**src/fpc_pkg.sv**
```systemverilog
// Package: register map, field layout, modes and bus carriers of the clock mode control
package fpc_pkg;

	localparam int ADDR_W = 8;
	localparam logic [7:0] OFF_STAT = 8'h00;
	localparam logic [7:0] OFF_CTL3 = 8'h04;
	localparam logic [7:0] OFF_SRC = 8'h08;
	localparam logic [7:0] OFF_MODE = 8'h0c;

	// Status and trim register fields
	localparam int B_ULK = 7;
	localparam int B_PST = 5;
	localparam int B_RST = 4;
	localparam int B_CST = 2;
	localparam int B_OSC = 1;
	localparam int B_FTR = 0;
	// Control three fields
	localparam int B_IE = 7;
	localparam int B_LS = 6;
	localparam int B_CME = 5;
	localparam int B_VCO = 0;
	localparam logic [7:0] CTL3_WMASK = 8'hef;
	// Source control fields
	localparam int B_CLOCK_SOURCE_SELECT = 6;
	localparam int B_REFERENCE_DIVIDER = 3;
	localparam int B_INTERNAL_REF_SELECT = 2;
	localparam int B_LP = 1;
	localparam int B_ERCLK = 0;
	localparam int B_EXT_OSC_SELECT = 8;

	localparam logic [7:0] RST_CTL3 = 8'h01;
	localparam logic [8:0] RST_SRC = 9'h004;
	localparam logic RST_FINE_PERIOD_ADJUST = 1'b0;
	localparam logic [2:0] SWITCH_CYC = 3'h4;
	localparam logic [3:0] VCO_LAST = 4'ha;
	localparam logic [5:0] VCO_MAX = 6'h28;

	// Pin inputs index
	localparam int P_OSC = 0;
	localparam int P_LOL = 1;
	localparam int P_XLOST = 2;

	localparam logic [1:0] CS_FLL = 2'h0;
	localparam logic [1:0] CS_INT = 2'h1;
	localparam logic [1:0] CS_EXT = 2'h2;
	localparam logic [1:0] CS_PLL = 2'h3;
	localparam logic [1:0] RESP_OK = 2'h0;
	localparam logic [1:0] RESP_ERR = 2'h2;

	typedef enum logic [8:0] {
		M_FEI = 9'h001, M_FEE = 9'h002, M_FBI = 9'h004, M_FBE = 9'h008, M_PEE = 9'h010,
		M_PBE = 9'h020, M_LOW_POWER_INT_BYPASS = 9'h040, M_LOW_POWER_EXT_BYPASS = 9'h080, M_STOP = 9'h100
	} fpc_mode_e;

	typedef struct packed {
		logic [ADDR_W-1:0] awaddr;
		logic awvalid;
		logic [31:0] wdata;
		logic [3:0] wstrb;
		logic wvalid;
		logic bready;
		logic [ADDR_W-1:0] araddr;
		logic arvalid;
		logic rready;
	} fpc_axi_req_s;

	typedef struct packed {
		logic awready;
		logic wready;
		logic [1:0] bresp;
		logic bvalid;
		logic arready;
		logic [31:0] rdata;
		logic [1:0] rresp;
		logic rvalid;
	} fpc_axi_rsp_s;

endpackage
```
**src/fpc_clock_ctrl.sv**
```systemverilog
// Clock mode control: registers over AXI4-Lite, mode machine and clock routing
`timescale 1ns/1ns
// Notes on behaviour
// - Set oscillator flag after startup when external used
// - Clear flag on select clear or internal idle
// - Fine trim bit nudges internal reference period
// - Unlock interrupt when enable and sticky flag
// - Sticky unlock flag, write one clears
// - Loop select picks FLL or PLL
// - Clock monitor requests reset on clock loss
// - VCO code gives four times multiplier
// - Code zero reserved, high codes give forty
// - FLL engaged internal is default mode
// - Internal engaged mode: output from FLL
// - FLL locks to 1024 times divided reference
// - FLL modes: debug clock from FLL, PLL off
// - FLL engaged external entry conditions
// - External engaged mode: FLL from external reference
// - FLL bypassed internal entry conditions
// - Bypassed internal: output from internal reference
// - Source status reports selected clock after sync
module fpc_clock_ctrl (
	input wire logic ref_clk_i,
	input wire logic srst_i,
	input wire fpc_pkg::fpc_axi_req_s axi_req_i,
	output fpc_pkg::fpc_axi_rsp_s axi_rsp_o,
	input wire logic osc_ready_i,
	input wire logic lock_lost_i,
	input wire logic ext_clk_lost_i,
	input wire logic stop_i,
	output logic irq_o,
	output logic reset_req_o,
	output logic fll_enable_o,
	output logic pll_enable_o,
	output logic [1:0] out_src_o,
	output logic bdm_from_fll_o,
	output logic int_ref_o,
	output logic [2:0] ref_div_o,
	output logic fine_period_adjust_o,
	output logic [5:0] vco_factor_o,
	output logic [8:0] mode_o
);
	import fpc_pkg::*;

	typedef struct packed {
		fpc_axi_rsp_s rsp;
		logic aw_held;
		logic [ADDR_W-1:0] awaddr;
		logic w_held;
		logic [31:0] wdata;
		logic [3:0] wstrb;
		logic [2:0] s1;
		logic [2:0] s2;
		logic [2:0] s3;
		logic [2:0] filt;
		logic fine_period_adjust;
		logic ulk;
		logic osc;
		logic [7:0] ctl3;
		logic [8:0] src;
		fpc_mode_e mode;
		logic [2:0] sw_cnt;
		logic [1:0] cst;
		logic fll_en;
		logic pll_en;
		logic bdm_fll;
		logic irq;
		logic rst_req;
		logic [5:0] vco;
	} fpc_state_s;

	fpc_state_s st_reg;
	fpc_state_s st_next;

	// ----------------------------------------
	// Helpers
	// ----------------------------------------
	function automatic logic ext_mode(input fpc_mode_e m);
		ext_mode = m inside {M_FEE, M_FBE, M_PEE, M_PBE, M_LOW_POWER_EXT_BYPASS};
	endfunction

	function automatic logic int_mode(input fpc_mode_e m);
		int_mode = m inside {M_FEI, M_FBI, M_LOW_POWER_INT_BYPASS};
	endfunction

	function automatic logic [5:0] vco_factor(input logic [3:0] code);
		if (code == 4'h0)
			vco_factor = 6'h00;
		else if (code > VCO_LAST)
			vco_factor = VCO_MAX;
		else
			vco_factor = {code, 2'b00};
	endfunction

	// Illegal field combinations keep the current mode
	function automatic fpc_mode_e decode(input logic [1:0] clock_source_select, input logic internal_ref_select, input logic pll,
		input logic lp, input fpc_mode_e cur);
		decode = cur;
		case (clock_source_select)
			CS_FLL:
			begin
				if (internal_ref_select && !pll)
					decode = M_FEI;
				else if (!internal_ref_select)
					decode = pll ? M_PEE : M_FEE;
			end
			CS_INT:
			begin
				if (internal_ref_select && lp)
					decode = M_LOW_POWER_INT_BYPASS;
				else if (internal_ref_select && !pll)
					decode = M_FBI;
			end
			CS_EXT:
			begin
				if (!internal_ref_select && lp)
					decode = M_LOW_POWER_EXT_BYPASS;
				else if (!internal_ref_select)
					decode = pll ? M_PBE : M_FBE;
			end
			default:
				decode = cur;
		endcase
	endfunction

	function automatic logic [1:0] src_of(input fpc_mode_e m, input logic [1:0] prev);
		case (m)
			M_FEI, M_FEE: src_of = CS_FLL;
			M_FBI, M_LOW_POWER_INT_BYPASS: src_of = CS_INT;
			M_FBE, M_PBE, M_LOW_POWER_EXT_BYPASS: src_of = CS_EXT;
			M_PEE: src_of = CS_PLL;
			default: src_of = prev;
		endcase
	endfunction

	function automatic logic [31:0] rd_word(input fpc_state_s s, input logic [ADDR_W-1:0] a);
		rd_word = 32'h0;
		case (a)
			OFF_STAT:
			begin
				rd_word[B_ULK] = s.ulk;
				rd_word[B_PST] = s.mode inside {M_PEE, M_PBE};
				rd_word[B_RST] = int_mode(s.mode);
				rd_word[B_CST+:2] = s.cst;
				rd_word[B_OSC] = s.osc;
				rd_word[B_FTR] = s.fine_period_adjust;
			end
			OFF_CTL3: rd_word[7:0] = s.ctl3;
			OFF_SRC: rd_word[8:0] = s.src;
			OFF_MODE: rd_word[8:0] = s.mode;
			default: rd_word = 32'h0;
		endcase
	endfunction

	function automatic logic mapped(input logic [ADDR_W-1:0] a);
		mapped = a inside {OFF_STAT, OFF_CTL3, OFF_SRC, OFF_MODE};
	endfunction

	// ----------------------------------------
	// Next state
	// ----------------------------------------
	always_comb
	begin
		fpc_mode_e tgt;
		logic ext_ok;
		logic lol_rise;
		tgt = M_FEI;
		ext_ok = 1'b0;
		lol_rise = 1'b0;
		st_next = st_reg;

		// Pin inputs: a change counts once stages two and three agree
		st_next.s1 = {ext_clk_lost_i, lock_lost_i, osc_ready_i};
		st_next.s2 = st_reg.s1;
		st_next.s3 = st_reg.s2;
		for (int i = 0; i < 3; i++)
			if (st_reg.s2[i] == st_reg.s3[i])
				st_next.filt[i] = st_reg.s3[i];
		lol_rise = st_next.filt[P_LOL] && !st_reg.filt[P_LOL];

		// Write channel: address and data taken in either order
		if (axi_req_i.awvalid && st_reg.rsp.awready)
		begin
			st_next.aw_held = 1'b1;
			st_next.awaddr = axi_req_i.awaddr;
		end
		if (axi_req_i.wvalid && st_reg.rsp.wready)
		begin
			st_next.w_held = 1'b1;
			st_next.wdata = axi_req_i.wdata;
			st_next.wstrb = axi_req_i.wstrb;
		end
		if (st_reg.rsp.bvalid && axi_req_i.bready)
			st_next.rsp.bvalid = 1'b0;
		if (st_next.aw_held && st_next.w_held && !st_reg.rsp.bvalid)
		begin
			st_next.aw_held = 1'b0;
			st_next.w_held = 1'b0;
			st_next.rsp.bvalid = 1'b1;
			st_next.rsp.bresp = mapped(st_next.awaddr) ? RESP_OK : RESP_ERR;
			if (st_next.wstrb[0])
			begin
				case (st_next.awaddr)
					OFF_STAT:
					begin
						st_next.fine_period_adjust = st_next.wdata[B_FTR];
						if (st_next.wdata[B_ULK])
							st_next.ulk = 1'b0;
					end
					OFF_CTL3: st_next.ctl3 = st_next.wdata[7:0] & CTL3_WMASK;
					OFF_SRC: st_next.src[7:0] = st_next.wdata[7:0];
					default: st_next.src = st_next.src;
				endcase
			end
			if (st_next.wstrb[1] && st_next.awaddr == OFF_SRC)
				st_next.src[B_EXT_OSC_SELECT] = st_next.wdata[B_EXT_OSC_SELECT];
		end
		st_next.rsp.awready = !st_next.aw_held && !st_next.rsp.bvalid;
		st_next.rsp.wready = !st_next.w_held && !st_next.rsp.bvalid;

		// Read channel: data one cycle after the address is taken
		if (st_reg.rsp.rvalid && axi_req_i.rready)
			st_next.rsp.rvalid = 1'b0;
		if (axi_req_i.arvalid && st_reg.rsp.arready)
		begin
			st_next.rsp.rvalid = 1'b1;
			st_next.rsp.rdata = rd_word(st_reg, axi_req_i.araddr);
			st_next.rsp.rresp = mapped(axi_req_i.araddr) ? RESP_OK : RESP_ERR;
		end
		st_next.rsp.arready = !st_next.rsp.rvalid;

		// Loss of lock: hardware set wins over a same-cycle clear
		if (lol_rise && (st_reg.fll_en || st_reg.pll_en))
			st_next.ulk = 1'b1;

		// Mode machine; a switch waits for sync and an available clock
		tgt = decode(st_next.src[B_CLOCK_SOURCE_SELECT+:2], st_next.src[B_INTERNAL_REF_SELECT], st_next.ctl3[B_LS],
			st_next.src[B_LP], st_reg.mode);
		ext_ok = (!st_next.src[B_EXT_OSC_SELECT] || st_reg.osc) && !st_reg.filt[P_XLOST];
		if (stop_i)
		begin
			st_next.mode = M_STOP;
			st_next.sw_cnt = 3'h0;
		end
		else if (tgt == st_reg.mode || (ext_mode(tgt) && !ext_ok))
			st_next.sw_cnt = 3'h0;
		else if (st_reg.sw_cnt == SWITCH_CYC - 3'h1)
		begin
			st_next.mode = tgt;
			st_next.sw_cnt = 3'h0;
		end
		else
			st_next.sw_cnt = st_reg.sw_cnt + 3'h1;

		st_next.cst = src_of(st_next.mode, st_reg.cst);
		st_next.fll_en = !st_next.ctl3[B_LS] &&
			(st_next.mode inside {M_FEI, M_FEE, M_FBI, M_FBE});
		st_next.pll_en = st_next.ctl3[B_LS] && (st_next.mode inside {M_PEE, M_PBE});
		st_next.bdm_fll = st_next.mode inside {M_FEI, M_FEE, M_FBI, M_FBE};

		// Oscillator started flag
		// A pending switch to an external mode needs the oscillator too;
		// without this the switch would wait on a flag that never sets
		if (st_next.src[B_EXT_OSC_SELECT] && st_reg.filt[P_OSC] &&
			(st_next.src[B_ERCLK] || ext_mode(st_next.mode) || ext_mode(tgt)))
			st_next.osc = 1'b1;
		else if (!st_next.src[B_EXT_OSC_SELECT] || (int_mode(st_next.mode) && !st_next.src[B_ERCLK]))
			st_next.osc = 1'b0;

		st_next.irq = st_next.ctl3[B_IE] && st_next.ulk;
		st_next.rst_req = st_next.ctl3[B_CME] && st_next.filt[P_XLOST];
		st_next.vco = vco_factor(st_next.ctl3[B_VCO+:4]);

		if (srst_i)
		begin
			st_next = '0;
			st_next.mode = M_FEI;
			st_next.ctl3 = RST_CTL3;
			st_next.src = RST_SRC;
			st_next.fine_period_adjust = RST_FINE_PERIOD_ADJUST;
			st_next.cst = CS_FLL;
			st_next.bdm_fll = 1'b1;
			st_next.vco = vco_factor(RST_CTL3[B_VCO+:4]);
		end
	end

	always_ff @(posedge ref_clk_i)
		st_reg <= st_next;

	// ----------------------------------------
	// Outputs
	// ----------------------------------------
	assign axi_rsp_o = st_reg.rsp;
	assign irq_o = st_reg.irq;
	assign reset_req_o = st_reg.rst_req;
	assign fll_enable_o = st_reg.fll_en;
	assign pll_enable_o = st_reg.pll_en;
	assign out_src_o = st_reg.cst;
	assign bdm_from_fll_o = st_reg.bdm_fll;
	assign int_ref_o = st_reg.src[B_INTERNAL_REF_SELECT];
	assign ref_div_o = st_reg.src[B_REFERENCE_DIVIDER+:3];
	assign fine_period_adjust_o = st_reg.fine_period_adjust;
	assign vco_factor_o = st_reg.vco;
	assign mode_o = st_reg.mode;
endmodule // fpc_clock_ctrl

```
**config.mk**
```make
export PLATFORM = sky130hd
export DESIGN_NAME = fpc_clock_ctrl
export DESIGN_NICKNAME = d
export VERILOG_FILES = /design/src/fpc_pkg.sv /design/src/fpc_clock_ctrl.sv
export SDC_FILE = /design/constraint.sdc
export NUM_CORES = 1
export LEC_CHECK = 0
export ABC_AREA = 1
export ABC_CLOCK_PERIOD_IN_PS = 4900
export BUFFER_PORTS_ARGS = -buffer_cell sky130_fd_sc_hd__buf_2
export CORE_ASPECT_RATIO = 0.5
export CORE_MARGIN = 2
export CORE_UTILIZATION = 58
export DETAILED_ROUTE_END_ITERATION = 10
export GPL_TIMING_DRIVEN = 1
export PLACE_DENSITY = 0.86
export REMOVE_ABC_BUFFERS = 1
export SYNTH_ARGS = -nofsm -noshare
export SYNTH_HDL_FRONTEND = slang
export SYNTH_SLANG_ARGS = --single-unit
```
**constraint.sdc**
```tcl
create_clock -name ref_clk_i -period 4.9 [get_ports ref_clk_i]
set_input_delay 0 -clock ref_clk_i [delete_from_list [all_inputs] [get_ports ref_clk_i]]
set_output_delay 0 -clock ref_clk_i [all_outputs]
set_load 0.05 [all_outputs]
```
Word level (Yosys, flattened, before mapping)
Cells that the tools add are included.
Widths: inputs -> output; s select.
{"block": "word_totals", "reg_bits": 120, "latchBits": 0, "mem_bits_rw": 0, "rom_bits": 0, "in_bits": 63, "memories": 0}
{"block": "classes", "n_addsub": 1, "n_mul": 0, "div_mod_pow": 0, "magnitude_cmp": 1, "eq_ne": 31, "shift": 0, "n_mux": 45, "n_bitwise": 0, "n_reduce_logical": 65}
{"op": "$mux 9", "count": 9}
{"op": "$mux 37", "count": 1}
{"op": "$mux 17", "count": 2}
{"op": "$eq 8x4->1 const B", "count": 4}
{"op": "$eq 9x5->1 const B", "count": 3}
{"op": "$eq 9x6->1 const B", "count": 3}
{"op": "$pmux 9 s3", "count": 1}
{"op": "$logic_and 1x1->1", "count": 24}
{"op": "$pmux 6 s4", "count": 1}
{"op": "$eq 9x1->1 const B", "count": 2}
{"op": "$eq 9x2->1 const B", "count": 2}
{"op": "$eq 9x3->1 const B", "count": 2}
{"op": "$eq 9x4->1 const B", "count": 2}
{"op": "$eq 9x7->1 const B", "count": 2}
{"op": "$eq 9x8->1 const B", "count": 2}
{"op": "$eq 8x3->1 const B", "count": 2}
{"op": "$logic_not 8->1", "count": 2}
{"op": "$mux 1", "count": 16}
{"op": "$mux 8", "count": 2}
{"op": "$reduce_bool 4->1", "count": 4}
{"op": "$logic_not 1->1", "count": 12}
{"op": "$mux 12", "count": 1}
{"op": "$mux 6", "count": 2}
{"op": "$reduce_bool 5->1", "count": 2}
{"op": "other kinds (23)", "count": 40}

Logic depth before layout (Yosys ltp)
{"block": "logic_depth", "depth_word": 24, "depth_mapped": 35, "depth_no_buf": 33}

Least setup slack after synthesis
Ideal clock, no wire load.
{"block": "synth_timing", "kind": "flip-flop to flip-flop", "from": "reg st_reg, in the netlist axi_rsp_o[40]", "to": "reg st_reg, in the netlist out_src_o[0]", "setup_time_ps": 132, "arrival_ps": 2989, "required_ps": 4768, "setup_slack_ps": 1778, "path_stages_with_launch": 30, "period_less_slack_ps": 3122, "path_cell_list": "dfxtp_1 buf_4 nand3_1 nand2_1 nand2_2 nor2_8 nand3_4 buf_6 nand2_1 nand2_2 nor2_1 nand2_2 nand3_4 nand2_1 nand2_2 nor2_1 nor2_1 nand3b_1 nand2_1 nand2_4 nand2_4 nand2_1 nand3_2 nand2_2 nor3_2 nand2_1 nand2_1 nor2_1 nand2_1 a21oi_1"}
{"block": "synth_between", "elab_chain_cells": 20, "elab_cells_between_ends": 58, "cone_classes": "eq/ne: 18; mux: 19; reduce/logical: 21"}
{"item": "from (decl)", "line_no": "fpc_clock_ctrl.sv:72", "rtl": "fpc_state_s st_reg;"}
{"item": "from (signal assigned)", "line_no": "fpc_clock_ctrl.sv:288", "rtl": "st_reg <= st_next;"}
{"item": "$logic_and 1x1->1 *", "line_no": "fpc_clock_ctrl.sv:182", "rtl": "if (axi_req_i.awvalid && st_reg.rsp.awready)"}
{"item": "$mux 9 *", "line_no": "fpc_clock_ctrl.sv:182"}
{"item": "$eq 8x3->1", "line_no": "fpc_clock_ctrl.sv:203", "rtl": "case (st_next.awaddr)"}
{"item": "$mux 8", "line_no": "fpc_clock_ctrl.sv:203"}
{"item": "$mux 17", "line_no": "fpc_clock_ctrl.sv:201", "rtl": "if (st_next.wstrb[0])"}
{"item": "$mux 17 *", "line_no": "fpc_clock_ctrl.sv:195", "rtl": "if (st_next.aw_held && st_next.w_held && !st_reg.rsp.bvalid)"}
{"item": "$logic_not 1->1", "line_no": "fpc_clock_ctrl.sv:102, fpc_clock_ctrl.sv:111"}
{"item": "$logic_and 1x1->1", "line_no": "fpc_clock_ctrl.sv:102, fpc_clock_ctrl.sv:111"}
{"item": "[4 not listed]"}
{"item": "$reduce_bool 5->1", "line_no": "fpc_clock_ctrl.sv:79", "rtl": "ext_mode = m inside {M_FEE, M_FBE, M_PEE, M_PBE, M_LOW_POWER_EXT_BYPASS};"}
{"item": "$logic_and 1x1->1", "line_no": "fpc_clock_ctrl.sv:245", "rtl": "else if (tgt == st_reg.mode || (ext_mode(tgt) && !ext_ok))"}
{"item": "$logic_or 1x1->1", "line_no": "fpc_clock_ctrl.sv:245"}
{"item": "$mux 9 *", "line_no": "fpc_clock_ctrl.sv:245"}
{"item": "$mux 12 *", "line_no": "fpc_clock_ctrl.sv:240", "rtl": "if (stop_i)"}
{"item": "$eq 9x4->1 (tied with other cells)", "line_no": "fpc_clock_ctrl.sv:127", "rtl": "case (m)"}
{"item": "$reduce_or 3->1 / $reduce_or 2->1 (equally long branches)", "line_no": "fpc_clock_ctrl.sv:127"}
{"item": "$pmux 2 s4 / $reduce_bool 4->1 (equally long branches)"}
Every way passes the cells marked *; elsewhere a longest branch is shown, timed or not.
A chain may end at the register's enable or synchronous reset.

Final worst setup path
{"block": "layout_timing", "from": "reg st_reg, in the netlist axi_rsp_o[40]", "to": "reg st_reg[42] (netlist name)"}
{"block": "layout_between", "elab_chain_cells": 23, "elab_cells_between_ends": 64, "cone_classes": "eq/ne: 18; mux: 19; reduce/logical: 27"}
{"item": "$logic_and 1x1->1 *", "line_no": "fpc_clock_ctrl.sv:182"}
{"item": "$mux 9 *", "line_no": "fpc_clock_ctrl.sv:182"}
{"item": "$eq 8x3->1", "line_no": "fpc_clock_ctrl.sv:203"}
{"item": "$mux 8", "line_no": "fpc_clock_ctrl.sv:203"}
{"item": "$mux 17", "line_no": "fpc_clock_ctrl.sv:201"}
{"item": "$mux 17 *", "line_no": "fpc_clock_ctrl.sv:195"}
{"item": "$logic_not 1->1", "line_no": "fpc_clock_ctrl.sv:102, fpc_clock_ctrl.sv:111"}
{"item": "$logic_and 1x1->1", "line_no": "fpc_clock_ctrl.sv:102, fpc_clock_ctrl.sv:111"}
{"item": "[6 not listed]"}
{"item": "$logic_or 1x1->1", "line_no": "fpc_clock_ctrl.sv:245"}
{"item": "$mux 9", "line_no": "fpc_clock_ctrl.sv:245"}
{"item": "$mux 12", "line_no": "fpc_clock_ctrl.sv:240"}
{"item": "$eq 9x2->1 (tied with other cells)", "line_no": "fpc_clock_ctrl.sv:79"}
{"item": "$reduce_bool 5->1", "line_no": "fpc_clock_ctrl.sv:79"}
{"item": "$logic_or 1x1->1 (2 in a row)", "line_no": "fpc_clock_ctrl.sv:265", "rtl": "(st_next.src[B_ERCLK] || ext_mode(st_next.mode) || ext_mode(tgt)))"}
{"item": "$logic_and 1x1->1", "line_no": "fpc_clock_ctrl.sv:264", "rtl": "if (st_next.src[B_EXT_OSC_SELECT] && st_reg.filt[P_OSC] &&"}
{"item": "$mux 1 / $reduce_bool 2->1 (equally long branches)"}
Marked as above.

==> flow_metrics.tcl <==
set metrics [dict create \
    status "finished clean" \
    leakagePower_uw 0.00293 \
    drive_above_1_share_pct 18.5 \
    r2r_slack_ps 600 \
    rsz0062_at_grt "false" \
    maxCapViolCount 0 \
    synth_top_family_by_area "simple AND/OR/NAND/NOR gates" \
    clk_pin_slew_worst_paths_ps 60 \
    final_common_cell "nand2_1" \
    hold_end "st_reg[94]" \
    hold_violations 0 \
    fmaxAchievable_mhz 232 \
    cpPeakStageDelay_ps 540 \
    finClkSkew_ps 7.93 \
    layoutNonFillerInstCount 926 \
    ys_warn_count 0 \
    synth-simple-area-share_pct 34.6 \
    overflow 0 \
    num_vias 4810 \
    drtIter0Drc 372 \
    p_sw_share_pct 34.0 \
    p_clk_share_pct 36.0 \
    synth_edf_count 0 \
    wirelength_mm 12.5 \
    period_minus_slack_ps 4300 \
    drc 0 \
    synthAdderAreaFrac_pct 0.677 \
    hold_depth 5 \
    cp_top_family "simple AND/OR/NAND/NOR gates" \
    intPower_uw 1370 \
    setup_violations 0 \
    hpwlAfterDp_mm 9.23 \
    antenna_found_initial 0 \
    largest_reg_flops 50 \
    grt_first_pass_wirelength_mm 20.4 \
    period_share_pct 87.8 \
    hp-start "axi_req_i[49]" \
    crit_required_ps 5090 \
    gp_congestion 0.958 \
    pwr-share-seq_pct 39.1 \
    cts_buffers 9 \
    synthMuxAreaShare_pct 0.967 \
    slew_headroom_pct 41.1 \
    root_buffer "clkbuf_16" \
    rr_endpoint "st_reg[42]" \
    p_comb_share_pct 25.0 \
    cts_max_path_buffers 2 \
    grt_max_degree 74 \
    setup.worst_path.start_class "flop" \
    seq_area_frac_synth_pct 35.2 \
    ir_drop_mv 0.195 \
    syn_to_final_growth_pct 10.7 \
    timing.critical_path.slowest_stage_cell "dfxtp_1" \
    grt_pass1_vias 4297 \
    setup_tns_ps 0 \
    grt.total_usage_pct 26.6 \
    ys_ff_latch 91 \
    ant_nets 0 \
    numPortBuffers 78 \
    final_cell_mix "nand2_1 (161), nor2_1 (98), inv_1 (96)" \
    yosys.area_share.xor_xnor_pct 0 \
    synth_compound_area_share_pct 10.4 \
    clock_latency_ps 340 \
    async_flop_share_pct 0 \
    path_class "reg -> reg" \
    reg2reg_from "axi_rsp_o[40]" \
    nets 869 \
    syn_avg_cell_area_sq_um 6.86 \
    r2r_cells 29 \
    htreeDepth 3 \
    hold_path_class "in -> reg" \
    worstMarginPinSlew_ps 876 \
    pin_count 131 \
    die_h_um 70.8 \
    diodes 0 \
    end_kind "flop" \
    cts_sinks 91 \
    syn_area_sq_um 5170 \
    fillerInstances 761 \
    wl_per_cell_um 13.5 \
    critPathMostFrequentCell "nand2_1" \
    critPathBufInv 0 \
    cp_max_fo 13 \
    synth_cell_types 44 \
    report.final.slew_viol_count 0 \
    path_depth 29 \
    placed_cells 896 \
    synthCells 754 \
    crit_arrival_ps 4490 \
    drtPass1Iterations 6 \
    die_w_um 138 \
    rows 24 \
    die_area_sq_um 9740 \
    synth-main-ff-cell "dfxtp_1" \
    p_sw_uw 707 \
    drt-vias-per-instance 5.19 \
    core_area_sq_um 8680 \
    start_util_pct 59.6 \
    power.density_nw_per_um2 363 \
    post_cts_buffers 0 \
    cts_tree "built" \
]
## power by group through the flow
| stage | clock network (uW) | registers, uW | logic, uW |
|---|---|---|---|
| 2_1_floorplan | 0 | 887 | 328 |
| 3_3_place_gp | 0 | 827 | 493 |
| 3_5_place_dp | 0 | 828 | 503 |
| 4_1_cts | 757 | 811 | 515 |
| 5_1_grt | 789 | 816 | 572 |
| 6_report | 747 | 812 | 519 |
## stage by stage
stage          area [sq um]  util [%]  setup WS [ps]  hold WS (ps)  power (uW)
2_1_floorplan          4720         -            878          69.1        1220
3_3_place_gp           5260      60.6            590           200        1320
3_5_place_dp           5260      60.6            525           208        1330
4_1_cts                5730      66.0            436          3.58        2080
5_1_grt                5730      66.0           25.4          39.0        2180
6_report               5730      66.0            597         0.198        2080
## synth_stat cells (3+ instances only)
| master | instances | area share [%] |
|---|---|---|
| mux2i_1 | 5 | 0.97 |
| dfxtp_1 | 91 | 35 |
| inv_2 | 3 | 0.22 |
| nand2_2 | 18 | 2.2 |
| nand2_1 | 163 | 12 |
| clkbuf_1 | 13 | 0.94 |
| nand2_4 | 4 | 0.87 |
| inv_1 | 96 | 7.0 |
| clkinv_1 | 3 | 0.22 |
| nor4_1 | 5 | 0.60 |
| nand3_4 | 4 | 1.4 |
| nor2_1 | 98 | 7.1 |
| nor3_1 | 4 | 0.39 |
| buf_4 | 63 | 9.1 |
| a211oi_1 | 3 | 0.44 |
| o22ai_1 | 8 | 0.97 |
| nand3_1 | 45 | 4.4 |
| nor2_2 | 5 | 0.60 |
| nand3_2 | 10 | 1.9 |
| o21ai_0 | 45 | 4.4 |
| a21oi_1 | 24 | 2.3 |
| nand4_1 | 13 | 1.6 |
## tightest hold or removal path, delay by kind of cell
| family | cells | cell delay (ps) |
|---|---|---|
| AND/OR/NAND/NOR | 3 | 210 |
| buffers and inverters | 2 | 100 |
## layout make-up
class	instances	area, sq um	share of cell area (%)
Clock buffer	9	225	3.93
Clock inverter	7	97.6	1.70
Sequential cell	91	1820	31.8
Tap cell	117	146	2.55
Timing Repair Buffer	93	538	9.39
Inverter	102	383	6.68
Multi-Input combinational cell	507	2520	44.0
## metal layers
layer | vias up | track usage [%] | share of wire, %
met2 | 197 | 43.9 | 45
li1 | 2399 | - | -
met4 | 0 | 6.64 | 1.9
met5 | - | 0 | 0
met1 | 2183 | 35.3 | 44
met3 | 31 | 6.31 | 8.7
## timing repair
action,4_1_cts,5_1_grt
hold endpoints to repair,14,0
resized for setup,0,2
setup endpoints to repair,0,6
hold buffers,14,0
## cell families after synthesis
kind of cell               after synthesis
AOI/OAI and AO/OA                       95
adders and majority gates                3
buffers and inverters                  182
DFF                                     91
muxes                                    5
other                                    1
and+or+nand+nor                        377
## how the worst max path moves through the flow
stage                  startpoint            to
floorplan           axi_rsp_o[40]  out_src_o[0]
CTS                 axi_rsp_o[40]    st_reg[42]
finish              axi_rsp_o[40]    st_reg[42]
global route        axi_rsp_o[40]    st_reg[42]
global placement    axi_rsp_o[40]    st_reg[42]
detailed placement  axi_rsp_o[40]    st_reg[42]
(Power assumes the default switching activity.)
